**src/xeu_regs.svh**
```systemverilog
`ifndef XEU_REGS_SVH
`define XEU_REGS_SVH
`define XEU_A_CMD    8'h00
`define XEU_A_ACC    8'h04
`define XEU_A_FLAGS  8'h08
`define XEU_A_PC     8'h0C
`define XEU_A_MDATA  8'h10
`define XEU_A_MIDX   8'h14
`define XEU_A_STAT   8'h18
`define XEU_A_WAKE   8'h1C
`define XEU_F_OP     4:0
`define XEU_F_BIT    7:5
`define XEU_F_IMM    15:8
`define XEU_F_MADR   19:16
`define XEU_F_TGT    31:20
`define XEU_CYC_ONE  4'h4
`define XEU_CYC_TWO  4'h8
`define XEU_MEM_N    16
`define XEU_STK_N    8
`define XEU_PCL_IDX  4'h0
`define XEU_BCD_LIM  4'h9
`define XEU_BCD_ADD  4'h6
`define XEU_PC_RST   12'h000
`define XEU_B_RST    8'h00
`endif

```
**src/xeu_pkg.sv**
```systemverilog
package xeu_pkg;
  typedef enum logic [4:0] {
    op_nop, op_adc_acc, add_carry_into_memory, op_add_acc, op_add_imm,
    sum_into_memory, op_and_acc, op_and_imm, conjunction_into_memory,
    op_call, op_clr_mem, op_clr_bit, watchdog_restart,
    watchdog_preclear_first, watchdog_preclear_second,
    invert_bits_in_place, invert_bits_to_acc, bcd_adjust,
    minus_one_in_place, minus_one_to_acc, op_inc_mem, plus_one_to_acc,
    op_halt, direct_jump
  } xeu_op_t;
  typedef struct packed {
    logic watchdog_expiry_flag;
    logic power_down_flag;
    logic signed_range_flag;
    logic z;
    logic half_carry_flag;
    logic c;
  } xeu_flags_t;
  typedef struct packed {
    logic [7:0] sum;
    logic       c;
    logic       ac;
    logic       ov;
  } xeu_alu_t;
endpackage : xeu_pkg

```
**src/xeu_exec.sv**
```systemverilog
// Decided for this implementation: the register offsets and register access over APB.
`timescale 1ns/1ps
`include "xeu_regs.svh"
// Summary of operation
// - add with carry into accumulator, four flags
// - add with carry into memory, four flags
// - plain add memory or immediate to accumulator
// - plain add into memory, accumulator kept
// - and into accumulator, zero flag only
// - and into memory, zero flag only
// - call pushes next address, loads target
// - clear byte to zero, flags kept
// - clear one bit, others and flags kept
// - watchdog restart clears counter and both flags
// - both preclears needed to clear watchdog
// - single preclear only sets its marker
// - invert byte in place, zero flag only
// - inverted byte to accumulator, memory kept
// - bcd low nibble adjust carries into high nibble, nibble carry kept
// - bcd high nibble adjust, carry, to memory
// - decrement to memory or accumulator, zero flag
// - increment to memory or accumulator, zero flag
// - halt stops execution, state kept, pc advances
// - halt clears watchdog, sets power-down flag
// - jump loads target into program counter
// - pc low write or jump costs extra cycle
module xeu_exec (
  input  wire logic        clk,     // system clock
  input  wire logic        reset,   // sync, active high
  input  wire logic        psel,    // apb select
  input  wire logic        penable, // apb enable
  input  wire logic        pwrite,  // apb direction
  input  wire logic [7:0]  paddr,   // apb byte address
  input  wire logic [31:0] pwdata,  // apb write data
  output logic      [31:0] prdata,  // apb read data
  output logic             pready,  // apb ready
  output logic             pslverr  // apb error
);
  logic [7:0]        acc, next_acc;
  xeu_pkg::xeu_flags_t flg, next_flg;
  logic [11:0]       pc, next_pc;
  logic [7:0]        mem [`XEU_MEM_N];
  logic [7:0]        next_mem [`XEU_MEM_N];
  logic [11:0]       stk [`XEU_STK_N];
  logic [11:0]       next_stk [`XEU_STK_N];
  logic [2:0]        sp, next_sp;
  logic [7:0]        wdt, next_wdt;
  logic [7:0]        pre, next_pre;
  logic              mark1, next_mark1;
  logic              mark2, next_mark2;
  logic              halted, next_halted;
  logic [3:0]        busy, next_busy;
  logic [3:0]        midx, next_midx;
  logic [31:0]       next_prdata;
  logic              next_pready, next_pslverr;

  logic              wr_done, setup_acc, stall, cmd_go, decoded;
  xeu_pkg::xeu_op_t  op;
  logic [7:0]        mval, imm;
  logic [3:0]        madr;
  logic [2:0]        bsel;
  logic [11:0]       tgt;

  function automatic xeu_pkg::xeu_alu_t add8(input logic [7:0] a,
      input logic [7:0] b, input logic ci);
    logic [8:0] s;
    logic [4:0] h;
    s = {1'b0, a} + {1'b0, b} + {8'h00, ci};
    h = {1'b0, a[3:0]} + {1'b0, b[3:0]} + {4'h0, ci};
    add8.sum = s[7:0];
    add8.c   = s[8];
    add8.ac  = h[4];
    add8.ov  = (a[7] == b[7]) && (s[7] != a[7]);
  endfunction : add8

  function automatic logic [7:0] mem_rd(input logic [3:0] i,
      input logic [11:0] p);
    // index of the pc low byte reads the live program counter
    mem_rd = (i == `XEU_PCL_IDX) ? p[7:0] : mem[i];
  endfunction : mem_rd

  function automatic logic is_map(input logic [7:0] a);
    is_map = (a == `XEU_A_CMD) || (a == `XEU_A_ACC) ||
             (a == `XEU_A_FLAGS) || (a == `XEU_A_PC) ||
             (a == `XEU_A_MDATA) || (a == `XEU_A_MIDX) ||
             (a == `XEU_A_STAT) || (a == `XEU_A_WAKE);
  endfunction : is_map

  assign op        = xeu_pkg::xeu_op_t'(pwdata[`XEU_F_OP]);
  assign bsel      = pwdata[`XEU_F_BIT];
  assign imm       = pwdata[`XEU_F_IMM];
  assign madr      = pwdata[`XEU_F_MADR];
  assign tgt       = pwdata[`XEU_F_TGT];
  // a process, so that writes into the memory array also refresh it
  always_comb mval = mem_rd(madr, pc);
  assign decoded   = pwdata[`XEU_F_OP] <= 5'(xeu_pkg::direct_jump);
  assign setup_acc = psel && penable && !pready;
  assign wr_done   = psel && penable && pready && pwrite && !pslverr;
  // a new command waits in the access phase until the last one is done
  assign stall     = pwrite && (paddr == `XEU_A_CMD) && (busy != 4'h0);
  assign cmd_go    = wr_done && (paddr == `XEU_A_CMD);

  always_comb begin
    xeu_pkg::xeu_alu_t r;
    logic [7:0]        res;
    logic              mw, aw, zu, ac1;
    logic [4:0]        lo, hi;
    r = '0;
    res = `XEU_B_RST;
    mw = 1'b0;
    aw = 1'b0;
    zu = 1'b0;
    ac1 = 1'b0;
    lo = 5'h00;
    hi = 5'h00;
    next_acc = acc;
    next_flg = flg;
    next_pc = pc;
    next_mem = mem;
    next_stk = stk;
    next_sp = sp;
    next_wdt = wdt;
    next_pre = pre;
    next_mark1 = mark1;
    next_mark2 = mark2;
    next_halted = halted;
    next_busy = (busy != 4'h0) ? busy - 4'h1 : busy;
    next_midx = midx;
    if (!halted) begin
      next_pre = pre + 8'h01;
      if (pre == 8'hFF)
        next_wdt = wdt + 8'h01;
    end
    if (cmd_go && decoded) begin
      next_pc = pc + 12'h001;
      next_busy = `XEU_CYC_ONE;
      case (op)
        xeu_pkg::op_adc_acc, xeu_pkg::add_carry_into_memory: begin
          r = add8(acc, mval, flg.c);
          res = r.sum;
          aw = (op == xeu_pkg::op_adc_acc);
          mw = !aw;
        end
        xeu_pkg::op_add_acc, xeu_pkg::sum_into_memory: begin
          r = add8(acc, mval, 1'b0);
          res = r.sum;
          aw = (op == xeu_pkg::op_add_acc);
          mw = !aw;
        end
        xeu_pkg::op_add_imm: begin
          r = add8(acc, imm, 1'b0);
          res = r.sum;
          aw = 1'b1;
        end
        xeu_pkg::op_and_acc: begin
          res = acc & mval;
          aw = 1'b1;
          zu = 1'b1;
        end
        xeu_pkg::op_and_imm: begin
          res = acc & imm;
          aw = 1'b1;
          zu = 1'b1;
        end
        xeu_pkg::conjunction_into_memory: begin
          res = acc & mval;
          mw = 1'b1;
          zu = 1'b1;
        end
        xeu_pkg::op_call: begin
          next_stk[sp] = pc + 12'h001;
          next_sp = sp + 3'h1;
          next_pc = tgt;
          next_busy = `XEU_CYC_TWO;
        end
        xeu_pkg::direct_jump: begin
          next_pc = tgt;
          next_busy = `XEU_CYC_TWO;
        end
        xeu_pkg::op_clr_mem: begin
          res = `XEU_B_RST;
          mw = 1'b1;
        end
        xeu_pkg::op_clr_bit: begin
          res = mval & ~(8'h01 << bsel);
          mw = 1'b1;
        end
        xeu_pkg::watchdog_restart: begin
          next_wdt = `XEU_B_RST;
          next_pre = `XEU_B_RST;
          next_flg.power_down_flag = 1'b0;
          next_flg.watchdog_expiry_flag = 1'b0;
          next_mark1 = 1'b0;
          next_mark2 = 1'b0;
        end
        xeu_pkg::watchdog_preclear_first,
        xeu_pkg::watchdog_preclear_second: begin
          if ((op == xeu_pkg::watchdog_preclear_first) ? mark2 : mark1)
          begin
            next_wdt = `XEU_B_RST;
            next_pre = `XEU_B_RST;
            next_flg.power_down_flag = 1'b0;
            next_flg.watchdog_expiry_flag = 1'b0;
            next_mark1 = 1'b0;
            next_mark2 = 1'b0;
          end else if (op == xeu_pkg::watchdog_preclear_first) begin
            next_mark1 = 1'b1;
          end else begin
            next_mark2 = 1'b1;
          end
        end
        xeu_pkg::invert_bits_in_place: begin
          res = ~mval;
          mw = 1'b1;
          zu = 1'b1;
        end
        xeu_pkg::invert_bits_to_acc: begin
          res = ~mval;
          aw = 1'b1;
          zu = 1'b1;
        end
        xeu_pkg::bcd_adjust: begin
          lo = {1'b0, acc[3:0]};
          if ((acc[3:0] > `XEU_BCD_LIM) || flg.half_carry_flag) begin
            lo = lo + {1'b0, `XEU_BCD_ADD};
            ac1 = !flg.half_carry_flag;
          end
          hi = {1'b0, acc[7:4]} + {4'h0, ac1};
          if ((hi > {1'b0, `XEU_BCD_LIM}) || flg.c) begin
            hi = hi + {1'b0, `XEU_BCD_ADD};
            next_flg.c = 1'b1;
          end
          res = {hi[3:0], lo[3:0]};
          mw = 1'b1;
        end
        xeu_pkg::minus_one_in_place, xeu_pkg::minus_one_to_acc: begin
          res = mval - 8'h01;
          aw = (op == xeu_pkg::minus_one_to_acc);
          mw = !aw;
          zu = 1'b1;
        end
        xeu_pkg::op_inc_mem, xeu_pkg::plus_one_to_acc: begin
          res = mval + 8'h01;
          aw = (op == xeu_pkg::plus_one_to_acc);
          mw = !aw;
          zu = 1'b1;
        end
        xeu_pkg::op_halt: begin
          next_halted = 1'b1;
          next_wdt = `XEU_B_RST;
          next_pre = `XEU_B_RST;
          next_flg.power_down_flag = 1'b1;
          next_flg.watchdog_expiry_flag = 1'b0;
        end
        default: begin
        end
      endcase
      if (r != '0 || op == xeu_pkg::op_adc_acc ||
          op == xeu_pkg::add_carry_into_memory ||
          op == xeu_pkg::op_add_acc || op == xeu_pkg::op_add_imm ||
          op == xeu_pkg::sum_into_memory) begin
        next_flg.c = r.c;
        next_flg.half_carry_flag = r.ac;
        next_flg.signed_range_flag = r.ov;
        zu = 1'b1;
      end
      if (zu)
        next_flg.z = (res == 8'h00);
      if (aw)
        next_acc = res;
      if (mw && madr == `XEU_PCL_IDX) begin
        next_pc = {pc[11:8], res};
        next_busy = `XEU_CYC_TWO;
      end else if (mw) begin
        next_mem[madr] = res;
      end
    end
    if (wr_done) begin
      case (paddr)
        `XEU_A_ACC:   next_acc = pwdata[7:0];
        `XEU_A_FLAGS: next_flg = pwdata[5:0];
        `XEU_A_MIDX:  next_midx = pwdata[3:0];
        `XEU_A_MDATA: begin
          if (midx == `XEU_PCL_IDX)
            next_pc = {pc[11:8], pwdata[7:0]};
          else
            next_mem[midx] = pwdata[7:0];
        end
        `XEU_A_WAKE:  next_halted = 1'b0;
        default: begin
        end
      endcase
    end
    // expiry set wins over any clear in the same cycle
    if (!halted && pre == 8'hFF && wdt == 8'hFF)
      next_flg.watchdog_expiry_flag = 1'b1;
  end

  always_comb begin
    next_pready = setup_acc && !stall;
    next_pslverr = 1'b0;
    next_prdata = 32'h0000_0000;
    if (setup_acc && !stall) begin
      next_pslverr = !is_map(paddr) ||
        (pwrite && paddr == `XEU_A_CMD &&
         (halted || !decoded));
      if (!pwrite) begin
        case (paddr)
          `XEU_A_ACC:   next_prdata = {24'h000000, acc};
          `XEU_A_FLAGS: next_prdata = {26'h0000000, flg};
          `XEU_A_PC:    next_prdata = {20'h00000, pc};
          `XEU_A_MDATA: next_prdata = {24'h000000, mem_rd(midx, pc)};
          `XEU_A_MIDX:  next_prdata = {28'h0000000, midx};
          `XEU_A_STAT:  next_prdata = {8'h00, wdt, 5'h00, sp,
                                       mark2, mark1, halted,
                                       busy != 4'h0, busy};
          default:      next_prdata = 32'h0000_0000;
        endcase
      end
    end
  end

  always_ff @(posedge clk) begin
    if (reset) begin
      acc <= `XEU_B_RST;
      flg <= '0;
      pc <= `XEU_PC_RST;
      sp <= 3'h0;
      wdt <= `XEU_B_RST;
      pre <= `XEU_B_RST;
      mark1 <= 1'b0;
      mark2 <= 1'b0;
      halted <= 1'b0;
      busy <= 4'h0;
      midx <= 4'h0;
      prdata <= 32'h0000_0000;
      pready <= 1'b0;
      pslverr <= 1'b0;
      for (int i = 0; i < `XEU_MEM_N; i++)
        mem[i] <= `XEU_B_RST;
      for (int i = 0; i < `XEU_STK_N; i++)
        stk[i] <= `XEU_PC_RST;
    end else begin
      acc <= next_acc;
      flg <= next_flg;
      pc <= next_pc;
      sp <= next_sp;
      wdt <= next_wdt;
      pre <= next_pre;
      mark1 <= next_mark1;
      mark2 <= next_mark2;
      halted <= next_halted;
      busy <= next_busy;
      midx <= next_midx;
      prdata <= next_prdata;
      pready <= next_pready;
      pslverr <= next_pslverr;
      mem <= next_mem;
      stk <= next_stk;
    end
  end
endmodule : xeu_exec

```
**config.mk**
```make
export PLATFORM = sky130hd
export DESIGN_NAME = xeu_exec
export DESIGN_NICKNAME = d
export VERILOG_FILES = /design/src/xeu_pkg.sv /design/src/xeu_exec.sv
export VERILOG_INCLUDE_DIRS = /design/src /design/src/src
export SDC_FILE = /design/constraint.sdc
export NUM_CORES = 1
export LEC_CHECK = 0
export BUFFER_PORTS_ARGS = -buffer_cell sky130_fd_sc_hd__buf_2
export CORE_UTILIZATION = 55
export DETAILED_ROUTE_END_ITERATION = 10
export PLACE_DENSITY = 0.72
export SYNTH_ARGS = -nofsm -noshare
export SYNTH_HDL_FRONTEND = slang
export SYNTH_SLANG_ARGS = --single-unit
```
**constraint.sdc**
```tcl
create_clock -name clk -period 10.64 [get_ports clk]
set_input_delay 0 -clock clk [delete_from_list [all_inputs] [get_ports clk]]
set_output_delay 0 -clock clk [all_outputs]
set_load 0.05 [all_outputs]
```
==> results.ini, run 1 <==
[run_status]
status = finished, final reports clean

[clock_network]
clk_pin_slew_ns = 0.07
cts_buffer_depth = 3
cts_buffers = 24
insertion_delay_ns = 0.54
cts_resized = 0
cts_sinks = 206
post-cts-setup-buffer-count = 0
cts.htree.levels = 1
cts_root_buf = clkbuf_16
cts_tree = done

[timing]
timing.final.max_slew_violations = 0
period_share_pct = 50.9
clock.fmax_mhz = 184
period_needed_ns = 5.42
worst_slack_ns = 5.22
finClkSkew_ns = 0.0247
setup_violations = 0
finalHoldViolCount = 0
slew_headroom_pct = 11.4
rsz0062_at_grt = false
setup-tns-final_ns = 0
hold-worst-slack_ns = 0.000268
tightest_slew_ns = 1.32

[floorplan]
coreArea_um2 = 25300
fp.dieArea_um2 = 26600
fp.dieH_um = 163
die_w_um = 163
rows = 58
start_util_pct = 56.3
io-pin-count = 79

[place]
dp_hpwl_mm = 31.6
io_buffers = 66
dpl_cell_area_um2 = 14600
place_inst = 2049
place_ws_ns = 4.89
gp_congestion = 0.984

[finish]
n_antenna_cell = 0
finalNetCount = 1836
final_core_util_pct = 61.1
seq_area_um2 = 4130
fillers = 2256
final_cell_area_um2 = 15500
area_delta_synth_final_pct = 8.56
drive_gt1_share_pct = 13.9
fin_cells = 2102
multi_input_area_um2 = 9390

[synthesis]
ys_seq_area_share_pct = 28.9
synth-edff-count = 0
async_flop_share_pct = 0
ys.flop_type = dfxtp_1
syn_inst = 1773
synth.distinct_cells = 84
syn_area_per_cell_um2 = 8.04
ys_warn_count = 0
netlist_area_um2 = 14300
yosys_register_bits = 206

[global_routing]
grt_pass1_wl_mm = 73.4
grt_start_max_net_pins = 61
grt_usage_pct = 35.5
overflow = 0
grt_pass1_vias = 13000
antenna_found_initial = 0

[power]
p_total_mw = 1.89
p_leak_nw = 5.34
peakVddDrop_mv = 0.109
pwr_density_cell_nw_per_um2 = 122

[drt]
drt-initial-drc-count = 1885
wl_per_cell_um = 22.5
ant_nets = 0
vias = 14100
drc = 0
viasPerCell = 6.73
first_pass_iters = 6
wl_mm = 47.4

[critical_path]
cp-start-kind = input pin
required_ns = 11.02
crit_type = input pin to flip-flop
cp_max_fo = 50
r2r_cells = 14
endpoint_kind = flip-flop
crit_arrival_ns = 5.80

[hold_path]
holdPathStages = 2
min_path_type = input pin to flip-flop

[flow_run]
maxCapViolCount = 0

==> metal layers <==
metal / track usage (%) / vias to the layer above / share of wire (%)
met5: 0 / - / 0
li1: - / 6498 / -
met4: 18.1 / 0 / 5.5
met1: 47.2 / 6634 / 39
met2: 55.4 / 843 / 45
met3: 5.94 / 170 / 10
==> cell type report <==
| type | instances | area share (%) |
|---|---|---|
| sequential | 206 | 26.7 |
| clock inverter | 12 | 1.16 |
| timing repair buffer | 103 | 4.09 |
| multi-input combinational | 1398 | 60.7 |
| clock buffer | 32 | 4.27 |
| tap | 330 | 2.67 |
| inverter | 21 | 0.509 |
==> synthesized netlist by cell type, types with 24 or more instances <==
cell        n  area share, %
nor2b_1    25            1.1
nor2_1    279            7.3
nor3_1     33            1.2
and3_1     27            1.2
a21oi_1   184            6.5
xnor2_1    25            1.5
ha_1       34            3.0
nand3_1    35            1.2
nor3b_1    25            1.3
o211ai_1   24            1.3
mux4_2     58            9.2
buf_2      32            1.1
a22oi_1    26            1.4
nand2_1   168            4.4
clkbuf_1   98            2.6
dfxtp_1   206             29
o21ai_0    57            2.0
a211oi_1   79            4.2
==> where the power goes <==
group	internal (mW)	total (mW)	switching, mW	leakage [nW]
clock network	0.535	0.885	0.350	0.407
registers	0.778	0.787	0.00887	1.66
logic	0.0629	0.219	0.156	3.27
==> path summary, 6_finish.rpt <==
kind | start | to | slack (ns)
worst max-delay path | pwdata[16] | pc[6]$_SDFF_PP0_ | 5.22
worst min-delay path | reset | flg[4]$_SDFF_PP0_ | 0.0003
worst max register to register | mem[67]$_SDFF_PP0_ | pc[6]$_SDFF_PP0_ | 5.24
worst min register to register | mem[122]$_SDFF_PP0_ | mem[122]$_SDFF_PP0_ | 0.47
==> sequential cells by signal (all words and copies together) (netlist names) <==
name / count
mem: 128
prdata: 20
pc: 12
acc: 8
pre: 8
wdt: 8
flg: 6
busy: 4
midx: 4
sp: 3
halted: 1
mark1: 1
mark2: 1
pready: 1
pslverr: 1
==> repair_timing <==
item                       4_1_cts  5_1_grt
setup endpoints to repair        0        0
hold endpoints to repair        18        0
hold buffers                     9        0
==> cell usage in the layout, fill, tap and decap left out, drive strengths merged, types with 8 or more instances in the layout <==
cell type,synthesis,final
clkbuf,98,32
nor3b,25,25
nand2b,11,11
ha,34,34
mux2,14,14
and2,8,8
nand3b,9,9
o41ai,19,19
a21oi,185,185
a222oi,13,13
buf,61,94
xnor2,25,25
a31oi,12,12
nor2b,25,25
nand2,168,168
nor2,282,282
a22oi,26,26
a211o,16,16
nand4,15,15
dfxtp,206,206
nor3,35,35
conb,1,12
mux4,58,58
xor2,20,20
and3,27,27
nand3,37,37
o211ai,25,25
o21ai,58,58
nor4,28,28
dlygate4sd3,0,9
mux2i,20,20
inv,20,20
a211oi,81,81
a21o,13,13
or3,13,13
==> worst max-delay path, stage by stage <==
cell,delay [ns]
buf_2,0.08
buf_4,0.65
mux4_2,0.60
a22o_1,0.25
a211oi_1,0.65
nor2_1,0.24
ha_1,0.32
a211oi_2,0.44
o21bai_1,0.17
a311oi_1,0.69
nor2_1,0.07
a221oi_1,0.21
and4_1,0.87
inv_1,0.14
a221oi_1,0.30
nor3_1,0.08
==> kinds of logic after synthesis <==
family                     synth area share (%)
AOI/OAI and AO/OA                          23.8
xor gates and xnor gates                   2.76
adders and majority gates                  3.40
buffers and inverters                      5.70
DFF                                        28.9
muxes                                      11.7
other                                    0.0263
and+or+nand+nor                            23.6
(Power assumes the default switching activity.)
==> inputs of run 2 (changes only) <==
- PLACE_DENSITY: 0.72 -> 0.75
- clock period: 10.64 -> 4.5 ns (I/O delays scaled with it)
==> run 2 against run 1 <==
- combinational power rose to 2.7 times the previous value
- critical path type is now flip-flop to flip-flop
- largest power group unchanged
- setup slack got worse by 5.1 ns
- core utilization up 3.3 points
- largest cell class unchanged
- register-to-register slack got worse by 5.1 ns
- sequential power rose by 140%
==> results.ini, run 2 (synthesis results as in run 1) <==
[flow_run]
maxCapViolCount = 0

[drt]
wl_per_cell_um = 23.0
drc = 0
first_pass_iters = 7
viasPerCell = 6.75
drt-initial-drc-count = 2028
ant_nets = 0
wl_mm = 50.3
vias = 14800

[hold_path]
holdPathStages = 5
min_path_type = input pin to flip-flop

[critical_path]
cp_max_fo = 5
required_ns = 4.86
crit_path_top_delay_cell = a222oi_1
path_common_cell = buf_4
crit_family = compound AO/OA/AOI/OAI gates
worst-path-buf-inv = 3
r2r_cells = 17
cp-start-kind = flip-flop
crit_arrival_ns = 4.73
crit_chain = mux2_2, a222oi_1, o2111a_2, nor2_1, ha_2, fa_2, a211oi_4, buf_4, nor4b_1, a311o_1, o211a_1, mux2i_1, and4_1, buf_4, inv_1, a221oi_1, nor3_1
critPathMaxStageDelay_ns = 0.44
path_depth = 17
crit_type = flip-flop to flip-flop
endpoint_kind = flip-flop

[clock_network]
cts_root_buf = clkbuf_16
insertion_delay_ns = 0.52
cts_buffer_depth = 3
cts.htree.levels = 1
cts_sinks = 206
cts_buffers = 23
cts_tree = done
clk_pin_slew_ns = 0.06

[finish]
area_delta_synth_final_pct = 14.4
final_core_util_pct = 64.4
layout_common_cells = nor2_1 (279), dfxtp_1 (204), a21oi_1 (183)
fillers = 2167
final_common_cell = nor2_1
drive_gt1_share_pct = 18.5
final_cell_area_um2 = 16300
largest_reg_flops = 128
top_register = mem
top_regs = mem: 128 flops, prdata: 20 flops, pc: 12 flops
fin_cells = 2188
finalNetCount = 1927
n_antenna_cell = 0

[global_routing]
overflow = 0
grtUsageMet2_pct = 57.6
grt_pass1_vias = 13600
grt_start_max_net_pins = 98
grtUsageMet3_pct = 7.11
grt_use_met1_pct = 49.8
antenna_found_initial = 0
grt_usage_pct = 37.4
gr-max-usage-layer = met2
grt_pass1_wl_mm = 77.2

[place]
gp_congestion = 0.989
io_buffers = 66
dpl_cell_area_um2 = 15300
dp_hpwl_mm = 34.9
place_inst = 2137
place_ws_ns = -0.0892

[timing]
finClkSkew_ns = 0.0178
timing.final.max_slew_violations = 0
rsz0062_at_grt = true
worst_slack_ns = 0.129
period_needed_ns = 4.37
hold-worst-slack_ns = 0.0374
tightest_slew_ns = 1.30
setup-tns-final_ns = 0
slew_headroom_pct = 12.8
period_share_pct = 97.1
finalHoldViolCount = 0
clock.fmax_mhz = 229
setup_violations = 0

[power]
p_leak_nw = 5.84
netSwitchingFraction_pct = 26.4
power_switching_mw = 1.18
p_seq_share_pct = 41.5
peakVddDrop_mv = 0.308
internal_power_mw = 3.31
p_total_mw = 4.49
power_frac_comb_pct = 13.0
pwr_density_cell_nw_per_um2 = 275
clkPwrFrac_pct = 45.5

[floorplan]
rows = 58
fp.dieH_um = 163
start_util_pct = 56.3
die_w_um = 163
fp.dieArea_um2 = 26600
coreArea_um2 = 25300
io-pin-count = 79

[run_status]
status = finished, final reports clean

==> run 2: cell count changes in the layout (fill, tap and decap cells not counted), moves of 2 or more <==
| cell | before | now |
|---|---|---|
| buf_4 | 29 | 110 |
| buf_12 | 0 | 9 |
| a311oi_1 | 4 | 2 |
| a311oi_2 | 0 | 2 |
| clkbuf_1 | 5 | 3 |
| clkinvlp_4 | 2 | 0 |
| dlygate4sd3_1 | 9 | 11 |
==> run 2: cell type report <==
cell class	count	area, um2	share of cell area, %
Sequential cell	206	4130	25.3
Clock inverter	9	174	1.07
Inverter	21	78.8	0.483
Timing Repair Buffer	195	1440	8.84
Tap cell	330	413	2.53
Clock buffer	29	628	3.85
Multi-Input combinational cell	1398	9450	57.9
==> run 2: layer usage <==
layer	vias to the layer above	part of all wire (%)
li1	6684	-
met1	6976	40
met2	928	44
met3	191	11
met4	0	5.6
met5	-	0
==> run 2: timing repair <==
action	in CTS	in global routing
endpoints found under the hold margin	23	0
cloned	0	0
pin swaps	0	5
buffers inserted	0	2
resized for setup	2	11
hold buffers	11	0
setup endpoints to repair	13	58
==> run 2: path summary, 6_finish.rpt <==
path / slack (ns) / endpoint / start
worst max-delay path: 0.13 / pc[6]$_SDFF_PP0_ / mem[16]$_SDFF_PP0_
worst min-delay path: 0.04 / pc[0]$_SDFF_PP0_ / pwdata[20]
worst max register to register: 0.13 / pc[6]$_SDFF_PP0_ / mem[16]$_SDFF_PP0_
worst min register to register: 0.47 / mem[123]$_SDFF_PP0_ / mem[123]$_SDFF_PP0_
==> run 2: worst min-delay path, stage by stage <==
cell and delay [ns]:
buf_2 0.12, o21ai_0 0.09, nand2b_1 0.08, o211ai_1 0.08, a21oi_1 0.13
==> run 2: power by group through the flow <==
stage          Combinational, mW  Clock, mW  Sequential, mW
5_1_grt                    0.623       2.11            1.86
3_5_place_dp               0.552          0            1.90
2_1_floorplan              0.360          0            1.90
3_3_place_gp               0.543          0            1.90
4_1_cts                    0.563       2.05            1.86
6_report                   0.585       2.04            1.86
